<file path="src/logic/thermal_status_pkg.sv">
package thermal_status_pkg;

    // Serial slave address, upper seven bits of the address byte
    localparam logic [6:0] SLAVE_ADDR = 7'h4D;

    // Command codes that select a register
    localparam logic [7:0] CMD_OVERTEMP_STATUS = 8'h01;
    localparam logic [7:0] CMD_DIODE_FAULT_STATUS = 8'h02;
    localparam logic [7:0] CMD_OVERTEMP_SUPPRESS = 8'h03;

    // Implemented bits of each register; the rest are reserved and read zero
    localparam logic [7:0] OVERTEMP_BITS = 8'h39;
    localparam logic [7:0] FAULT_BITS = 8'h7E;
    localparam logic [7:0] SUPPRESS_BITS = 8'h39;

    // Reset values, and the value read for an unmapped command code
    localparam logic [7:0] OVERTEMP_STATUS_RST = 8'h00;
    localparam logic [7:0] DIODE_FAULT_STATUS_RST = 8'h00;
    localparam logic [7:0] OVERTEMP_SUPPRESS_RST = 8'h00;
    localparam logic [7:0] UNMAPPED_READ = 8'h00;

    // Bits per serial byte
    localparam logic [3:0] BYTE_BITS = 4'h8;

    // Serial slave states
    typedef enum logic [3:0] {
        ST_IDLE = 4'b0000,
        ST_ADDR = 4'b0001,
        ST_ADDR_ACK = 4'b0010,
        ST_CMD = 4'b0011,
        ST_CMD_ACK = 4'b0100,
        ST_WDATA = 4'b0101,
        ST_WDATA_ACK = 4'b0110,
        ST_RDATA = 4'b0111,
        ST_RDATA_ACK = 4'b1000
    } smb_state_t;

    // One conversion result from the measurement sequencer
    typedef struct packed {
        logic valid;
        logic [2:0] channel;
        logic above_limit;
        logic diode_fault;
    } conv_result_t;

endpackage

</file>
<file path="src/logic/thermal_status_reporting.sv">
`timescale 1ns/100ps
// Summary of operation
// - Channel 1 above its overtemperature limit sets overtemperature status bit 0.
// - Channels 4, 5, 6 above limit set status bits 3, 4, 5; others reserved.
// - Open or supply-tied diode on channel n sets fault status bit n.
// - Slave answers address 1001101 in bits 7..1; bit 0 selects read or write.
// - Faulted channels are skipped by the sequence yet still reported as faulted.
// - A set suppress bit keeps its channel from asserting the overtemperature output.
module thermal_status_reporting (
    // Clock and reset
    input wire logic i_clk,
    input wire logic i_nrst,
    // Measurement sequencer
    input wire thermal_status_pkg::conv_result_t i_conv,
    output logic [7:0] o_skip_channel,
    // Serial bus pins
    input wire logic i_scl,
    input wire logic i_sda,
    output logic o_sda,
    output logic o_sda_oe,
    // Alarm output
    output logic o_overtemp_out
);
    import thermal_status_pkg::*;

    ////////////////////////////////////////////////////////////////////////////
    // Pin synchronisers; the third stage only serves edge detection
    logic [2:0] scl_sync;
    logic [2:0] sda_sync;

    always_ff @(posedge i_clk) begin
        if (!i_nrst) begin
            scl_sync <= 3'h7;
            sda_sync <= 3'h7;
        end else begin
            scl_sync <= {scl_sync[1:0], i_scl};
            sda_sync <= {sda_sync[1:0], i_sda};
        end
    end

    logic scl_rise;
    logic scl_fall;
    logic bus_start;
    logic bus_stop;

    // Edges are judged on the second and third stages only
    assign scl_rise = scl_sync[1] & ~scl_sync[2];
    assign scl_fall = ~scl_sync[1] & scl_sync[2];
    assign bus_start = scl_sync[1] & scl_sync[2] & ~sda_sync[1] & sda_sync[2];
    assign bus_stop = scl_sync[1] & scl_sync[2] & sda_sync[1] & ~sda_sync[2];

    ////////////////////////////////////////////////////////////////////////////
    // Status and suppress registers
    logic [7:0] overtemp_status;
    logic [7:0] diode_fault_status;
    logic [7:0] overtemp_suppress;
    logic overtemp_out;
    logic [7:0] next_overtemp_status;
    logic [7:0] next_diode_fault_status;
    logic [7:0] next_overtemp_suppress;
    logic next_overtemp_out;
    logic reg_write;
    logic [7:0] reg_wdata;
    logic [7:0] cmd;

    // Each conversion refreshes its channel; reserved bits are masked off
    always_comb begin
        next_overtemp_status = overtemp_status;
        next_diode_fault_status = diode_fault_status;
        next_overtemp_suppress = overtemp_suppress;
        if (i_conv.valid && i_conv.channel != 3'h0 && i_conv.channel != 3'h7) begin
            next_diode_fault_status[i_conv.channel] = i_conv.diode_fault;
            // A faulted channel is not measured, so its limit state holds
            if (!i_conv.diode_fault && !diode_fault_status[i_conv.channel]) begin
                next_overtemp_status[3'(i_conv.channel - 3'h1)] = i_conv.above_limit;
            end
        end
        next_overtemp_status = next_overtemp_status & OVERTEMP_BITS;
        next_diode_fault_status = next_diode_fault_status & FAULT_BITS;
        if (reg_write && cmd == CMD_OVERTEMP_SUPPRESS) begin
            next_overtemp_suppress = reg_wdata & SUPPRESS_BITS;
        end
        // Registered, so the alarm trails the status by one cycle
        next_overtemp_out = |(overtemp_status & ~overtemp_suppress);
    end

    always_ff @(posedge i_clk) begin
        if (!i_nrst) begin
            overtemp_status <= OVERTEMP_STATUS_RST;
            diode_fault_status <= DIODE_FAULT_STATUS_RST;
            overtemp_suppress <= OVERTEMP_SUPPRESS_RST;
            overtemp_out <= 1'b0;
            o_skip_channel <= 8'h00;
        end else begin
            overtemp_status <= next_overtemp_status;
            diode_fault_status <= next_diode_fault_status;
            overtemp_suppress <= next_overtemp_suppress;
            overtemp_out <= next_overtemp_out;
            o_skip_channel <= next_diode_fault_status;
        end
    end

    assign o_overtemp_out = overtemp_out;

    ////////////////////////////////////////////////////////////////////////////
    // Register read decode
    function automatic logic [7:0] read_reg(input logic [7:0] sel, input logic [7:0] ot,
                                            input logic [7:0] df, input logic [7:0] sup);
        unique case (sel)
            CMD_OVERTEMP_STATUS: read_reg = ot;
            CMD_DIODE_FAULT_STATUS: read_reg = df;
            CMD_OVERTEMP_SUPPRESS: read_reg = sup;
            default: read_reg = UNMAPPED_READ;
        endcase
    endfunction

    ////////////////////////////////////////////////////////////////////////////
    // Serial slave
    smb_state_t state;
    smb_state_t next_state;
    logic [3:0] bit_cnt;
    logic [3:0] next_bit_cnt;
    logic [7:0] shift;
    logic [7:0] next_shift;
    logic [7:0] next_cmd;
    logic sda_oe;
    logic next_sda_oe;

    // Data bits move on falling clock and are sampled on rising clock
    always_comb begin
        next_state = state;
        next_bit_cnt = bit_cnt;
        next_shift = shift;
        next_cmd = cmd;
        next_sda_oe = sda_oe;
        reg_write = 1'b0;
        reg_wdata = shift;
        if (bus_stop) begin
            next_state = ST_IDLE;
            next_sda_oe = 1'b0;
        end else if (bus_start) begin
            // Repeated start is taken in any state
            next_state = ST_ADDR;
            next_bit_cnt = 4'h0;
            next_sda_oe = 1'b0;
        end else begin
            unique case (state)
                ST_IDLE: begin
                    next_sda_oe = 1'b0;
                end
                ST_ADDR, ST_CMD, ST_WDATA: begin
                    if (scl_rise && bit_cnt != BYTE_BITS) begin
                        next_shift = {shift[6:0], sda_sync[1]};
                        next_bit_cnt = bit_cnt + 4'h1;
                    end else if (scl_fall && bit_cnt == BYTE_BITS) begin
                        next_bit_cnt = 4'h0;
                        next_sda_oe = 1'b1;
                        if (state == ST_ADDR) begin
                            // Foreign addresses are left unacknowledged
                            if (shift[7:1] == SLAVE_ADDR) begin
                                next_state = ST_ADDR_ACK;
                            end else begin
                                next_state = ST_IDLE;
                                next_sda_oe = 1'b0;
                            end
                        end else if (state == ST_CMD) begin
                            next_cmd = shift;
                            next_state = ST_CMD_ACK;
                        end else begin
                            reg_write = 1'b1;
                            next_state = ST_WDATA_ACK;
                        end
                    end
                end
                ST_ADDR_ACK: begin
                    if (scl_fall) begin
                        if (shift[0]) begin
                            next_shift = read_reg(cmd, overtemp_status,
                                                  diode_fault_status, overtemp_suppress);
                            next_sda_oe = ~next_shift[7];
                            next_state = ST_RDATA;
                        end else begin
                            next_sda_oe = 1'b0;
                            next_state = ST_CMD;
                        end
                    end
                end
                ST_CMD_ACK, ST_WDATA_ACK: begin
                    if (scl_fall) begin
                        next_sda_oe = 1'b0;
                        next_state = ST_WDATA;
                    end
                end
                ST_RDATA: begin
                    if (scl_rise) begin
                        next_bit_cnt = bit_cnt + 4'h1;
                    end else if (scl_fall) begin
                        if (bit_cnt == BYTE_BITS) begin
                            next_bit_cnt = 4'h0;
                            next_sda_oe = 1'b0;
                            next_state = ST_RDATA_ACK;
                        end else begin
                            next_sda_oe = ~shift[3'(4'h7 - bit_cnt)];
                        end
                    end
                end
                ST_RDATA_ACK: begin
                    // Host acknowledge asks for the same register again
                    if (scl_rise) begin
                        next_state = sda_sync[1] ? ST_IDLE : ST_RDATA_ACK;
                    end else if (scl_fall) begin
                        next_shift = read_reg(cmd, overtemp_status,
                                              diode_fault_status, overtemp_suppress);
                        next_sda_oe = ~next_shift[7];
                        next_state = ST_RDATA;
                    end
                end
                default: begin
                    next_state = ST_IDLE;
                    next_sda_oe = 1'b0;
                end
            endcase
        end
    end

    always_ff @(posedge i_clk) begin
        if (!i_nrst) begin
            state <= ST_IDLE;
            bit_cnt <= 4'h0;
            shift <= 8'h00;
            cmd <= 8'h00;
            sda_oe <= 1'b0;
            o_sda <= 1'b0;
        end else begin
            state <= next_state;
            bit_cnt <= next_bit_cnt;
            shift <= next_shift;
            cmd <= next_cmd;
            sda_oe <= next_sda_oe;
            o_sda <= 1'b0; // Open drain only ever pulls low
        end
    end

    assign o_sda_oe = sda_oe;

endmodule

</file>
<file path="config.mk">
export PLATFORM = sky130hd
export DESIGN_NAME = thermal_status_reporting
export DESIGN_NICKNAME = d
export VERILOG_FILES = /design/src/logic/thermal_status_pkg.sv /design/src/logic/thermal_status_reporting.sv
export SDC_FILE = /design/constraint.sdc
export NUM_CORES = 1
export LEC_CHECK = 0
export BUFFER_PORTS_ARGS = -buffer_cell sky130_fd_sc_hd__buf_4
export CAP_MARGIN = 20
export CELL_PAD_IN_SITES_DETAIL_PLACEMENT = 1
export CELL_PAD_IN_SITES_GLOBAL_PLACEMENT = 1
export CORE_AREA = 2 2 81 83
export CTS_CLUSTER_DIAMETER = 100
export DETAILED_ROUTE_END_ITERATION = 12
export DIE_AREA = 0 0 83 85
export GPL_TIMING_DRIVEN = 0
export PLACE_DENSITY_LB_ADDON = 0.1
export SYNTH_ARGS = -nofsm -noshare
export SYNTH_HDL_FRONTEND = slang
export SYNTH_SLANG_ARGS = --single-unit
</file>
<file path="constraint.sdc">
create_clock -name i_clk -period 3.6 [get_ports i_clk]
set_input_delay 0.36 -clock i_clk [delete_from_list [all_inputs] [get_ports i_clk]]
set_output_delay 0.36 -clock i_clk [all_outputs]
set_load 0.005 [all_outputs]
</file>
**Yosys cells after proc, flatten, opt, wreduce, memory -nomap -nowiden**

Index checks and enable logic that the tools add are counted.

- Register bits: 48
- Input port bits: 10
- Output and inout port bits: 11
- Logic and storage cells: 180

- $add $sub $neg: 3
- Order comparisons: 5
- Eq/ne operators: 39
- Muxes and demuxes: 70
- Bitwise operators: 22
- Reduce and logical (&&, ||, !) cells: 27

Operator list:

| operator | count |
|---|---|
| $mux 8 | 15 |
| $mux 4 | 17 |
| $pmux 8 s3 | 2 |
| $ne 3x3->1 const B | 9 |
| $mux 1 | 24 |
| $ne 2x2->1 const B | 12 |
| $pmux 4 s6 | 1 |
| $ne 4x4->1 const B | 5 |
| $reduce_and 9->1 | 2 |
| $bwmux 8 | 2 |
| $eq 4x3->1 const B | 4 |
| $eq 8x2->1 const B | 2 |
| $reduce_and 8->1 | 2 |
| $reduce_and 7->1 | 2 |
| $not 1->1 | 13 |
| $lt 3x4->1 const B | 3 |
| $reduce_bool 3->1 | 3 |
| $and 6x8->8 | 1 |
| $eq 4x2->1 const B | 2 |
| $eq 4x4->1 const B | 2 |
| $eq 8x1->1 const B | 1 |
| $logic_and 1x1->1 | 8 |
| $not 6->8 | 1 |
| $pmux 4 s2 | 1 |
| other kinds (19) | 32 |

**Longest topological paths before layout**

- Word-level depth: 11
- Depth in mapped cells: 9
- Mapped depth without buffers: 7

**Worst setup path before layout**

Ideal clock, no wire load.

- Kind: reg2reg
- Start point: reg bit_cnt[0]
- End point: reg shift[1], in the netlist reg_wdata[1]
- Library setup time: 134 ps
- Data arrival time: 1719 ps
- Required time: 3466 ps
- Path slack: 1747 ps
- Cell stages (with the launch flop): 9
- Path buffers: 1
- Clock period less this slack: 1853 ps
- Cell sequence: dfxtp_1 inv_1 ha_1 nand3b_1 nand4_1 a221oi_2 and2_1 clkbuf_1 a211oi_1

- Longest elaborated chain between the ends: 4

RTL lines:

| what | RTL line | source |
|---|---|---|
| from (decl) | thermal_status_reporting.sv:121 | `logic [3:0] bit_cnt;` |
| from (signal assigned) | thermal_status_reporting.sv:236 | `bit_cnt <= next_bit_cnt;` |
| $ne 4x4->1 | thermal_status_reporting.sv:152 | `if (scl_rise && bit_cnt != BYTE_BITS) begin` |
| $logic_and 1x1->1 | thermal_status_reporting.sv:152 |  |
| $ne 2x2->1 (no line) | -- |  |
| $reduce_and 8->1 (no line) | -- |  |
| to (signal assigned) | thermal_status_reporting.sv:237 | `shift <= next_shift;` |
| to (decl) | thermal_status_reporting.sv:123 | `logic [7:0] shift;` |

No other way between the ends.
A chain may end at the register's enable or synchronous reset.

**Worst setup path in the final report**

- Start point: reg bit_cnt[0]
- End point: reg shift[4], in the netlist reg_wdata[4]

Same word-level chain as after synthesis.

==> run metrics <==
final setup fails 0; Seq cells post-synth between 40 and 50; Async SR Flop Fraction 0%; final worst path period share 61.98%; die width 83 µm; Post-synth EDFFs 0; peak supply drop 0.0001722 V; CP Max Fanout 8; Residual DRC 0; root buf cell clkbuf_8; H-tree levels 2; Netlist cell types 63; status completed; top_reg_cell synth dfxtp_1; CTS Buf Count 5; unrepaired setup endpoints after global routing no; Req. time, crit path 3780 ps; Total Nets Final between 300 and 400; power per cell area 319.5 nW/µm²; f_max 0.4482 GHz; Max Cap Violations 0; Worst EP arrival 2420 ps; worst-case clock buffer depth 2; Vias/cell 5.844; CTS tree done; DP Wirelength 5.566 mm; DR WL/cell about 17 µm; Synth area leader dfxtp_1; most common cell after layout, fill and taps aside dfxtp_1; CP Launch Type register; number of synthesis warnings 0; worst skew pair latency 310 ps; n_diodes 0; post-route ant nets 0; antenna violations before repair 0; GRT Overall Usage 21.79%; layout cells sized above 1 11.82%; final hold violation count 0; Setup Buffers After CTS 0; vias in the first global route ~2,400; Die Footprint 7055 µm²; Max Slew Vio Count 0; starting density of the core 43.92%; grt ovf 0; sequential cell area fraction in the yosys report 33.79%; DRT Wirelength 7.418 mm; final design utilization 49.22%; Setup CP Type reg -> reg; min Tclk post-route roughly 2200 ps; floorplan core area 6205 µm²; Crit. End Element register; TNS Setup 0 ps; detailed router's first-iteration violation count 114; most frequent cells in the layout 46 x dfxtp_1, 29 x nor2_1, 26 x mux2i_1; Overall Power about 0.00098 W; top cells by area, synth dfxtp_1 34%, mux2i_1 9.6%, nor2_1 4.0%; First-pass DRT Iterations 4; Die Y approximately 85 µm; via count 2,478; clock-pin slew on the worst setup and hold paths roughly 100 ps; leak pwr 1.161 nW; Layout area overhead 12.08%; gpl congestion just over 0.9; cell count after synthesis 321; row count 29; number of port buffers 16; Max transition margin between 50% and 60%; Slew @ Worst Pin between 600 and 700 ps; # IOs 21; post-synth top area share 33.79%; clock skew about 10 ps; cts hold-fix bufs 0; mean post-synth cell area between 8 and 9 µm²; largest net degree at the start of global routing 15; CTS resizes 0; CTS sink cnt 46; Cell Area, Synth 2725 µm²; first-pass GRT wire length about 12 mm; Worst Hold Class in -> reg
## sequential cells by signal, summed over array words and instances (netlist names)
name                cells
overtemp_suppress       4
o_sda_oe                1
o_overtemp_out          1
cmd                     8
diode_fault_status      6
bit_cnt                 4
overtemp_status         4
state                   4
scl_sync                3
reg_wdata               8
sda_sync                3
## cells by family after synthesis
| group | synth area share [%] |
|---|---|
| xor+xnor | 0.9644 |
| mux | 11.62 |
| buf+inv | 6.566 |
| fa+ha+maj | 3.673 |
| simple gates | 23.32 |
| other cells | 0.1376 |
| flops | 33.79 |
| compound gates | 19.93 |
## power by group
group          total (W)  switching (W)  internal, W
clock           0.000368       0.000192     0.000176
combinational  0.0000881      0.0000532    0.0000348
sequential      0.000519     0.00000520     0.000514
## through the flow
stage	setup WS [ps]	instances	area [µm²]	hold slack [ps]
finish	1369	424	3054	233.2
global route	1174	424	3054	227.3
CTS	1373	424	3054	229.4
detailed placement	1294	416	2949	403.2
global placement	1383	416	2949	389.2
floorplan	1747	323	2733	386.3
## synthesized netlist by cell type, drive strengths merged (4+ instances only)
master and count:
a22o 5, dfxtp 46, o22ai 4, nand2 20
mux2i 26, a22oi 4, nand2b 10, nor3 7
a21oi 17, clkbuf 15, nor2b 5, nor2 29
o21ai 11, nand4 6, buf 9, a32oi 4
nand3b 4, a211oi 6, and2 4, inv 16
nand3 13, ha 8
## routing by layer
metal,global-route usage [%],vias up,share of wire [%]
met4,4.918,0,1.0
met5,0,-,0
met1,31.52,1206,50
met3,3.405,8,3.5
li1,-,1213,-
met2,34.46,51,46
## critical path, stage by stage, from the launching register on
cell and delay, ps:
dfxtp_1 470, inv_1 100, ha_1 230, nand3b_1 270, nand4_1 180, a221oi_2 330
and2_1 150, clkbuf_1 250, a211oi_1 120
## path summary, 6_finish.rpt
| kind | startpoint | to | slack [ps] | cells past startpoint |
|---|---|---|---|---|
| hold reg to reg | sda_sync[0] | sda_sync[1] | 420 | 1 |
| setup reg to reg | bit_cnt[0] | reg_wdata[4] | 1370 | 8 |
| setup / recovery | bit_cnt[0] | reg_wdata[4] | 1370 | 8 |
| hold / removal | i_sda | sda_sync[0] | 230 | 2 |
## final cells by class
class	count	area, µm²
sequential	46	920.9
clock buffer	7	96.34
tap	77	96.34
inverter	16	60.06
buffer	24	118.9
fill	756	3151
clock inverter	1	8.758
timing repair buffer	16	120.1
multi-input combinational	237	1633
(Power assumes the default switching activity.)
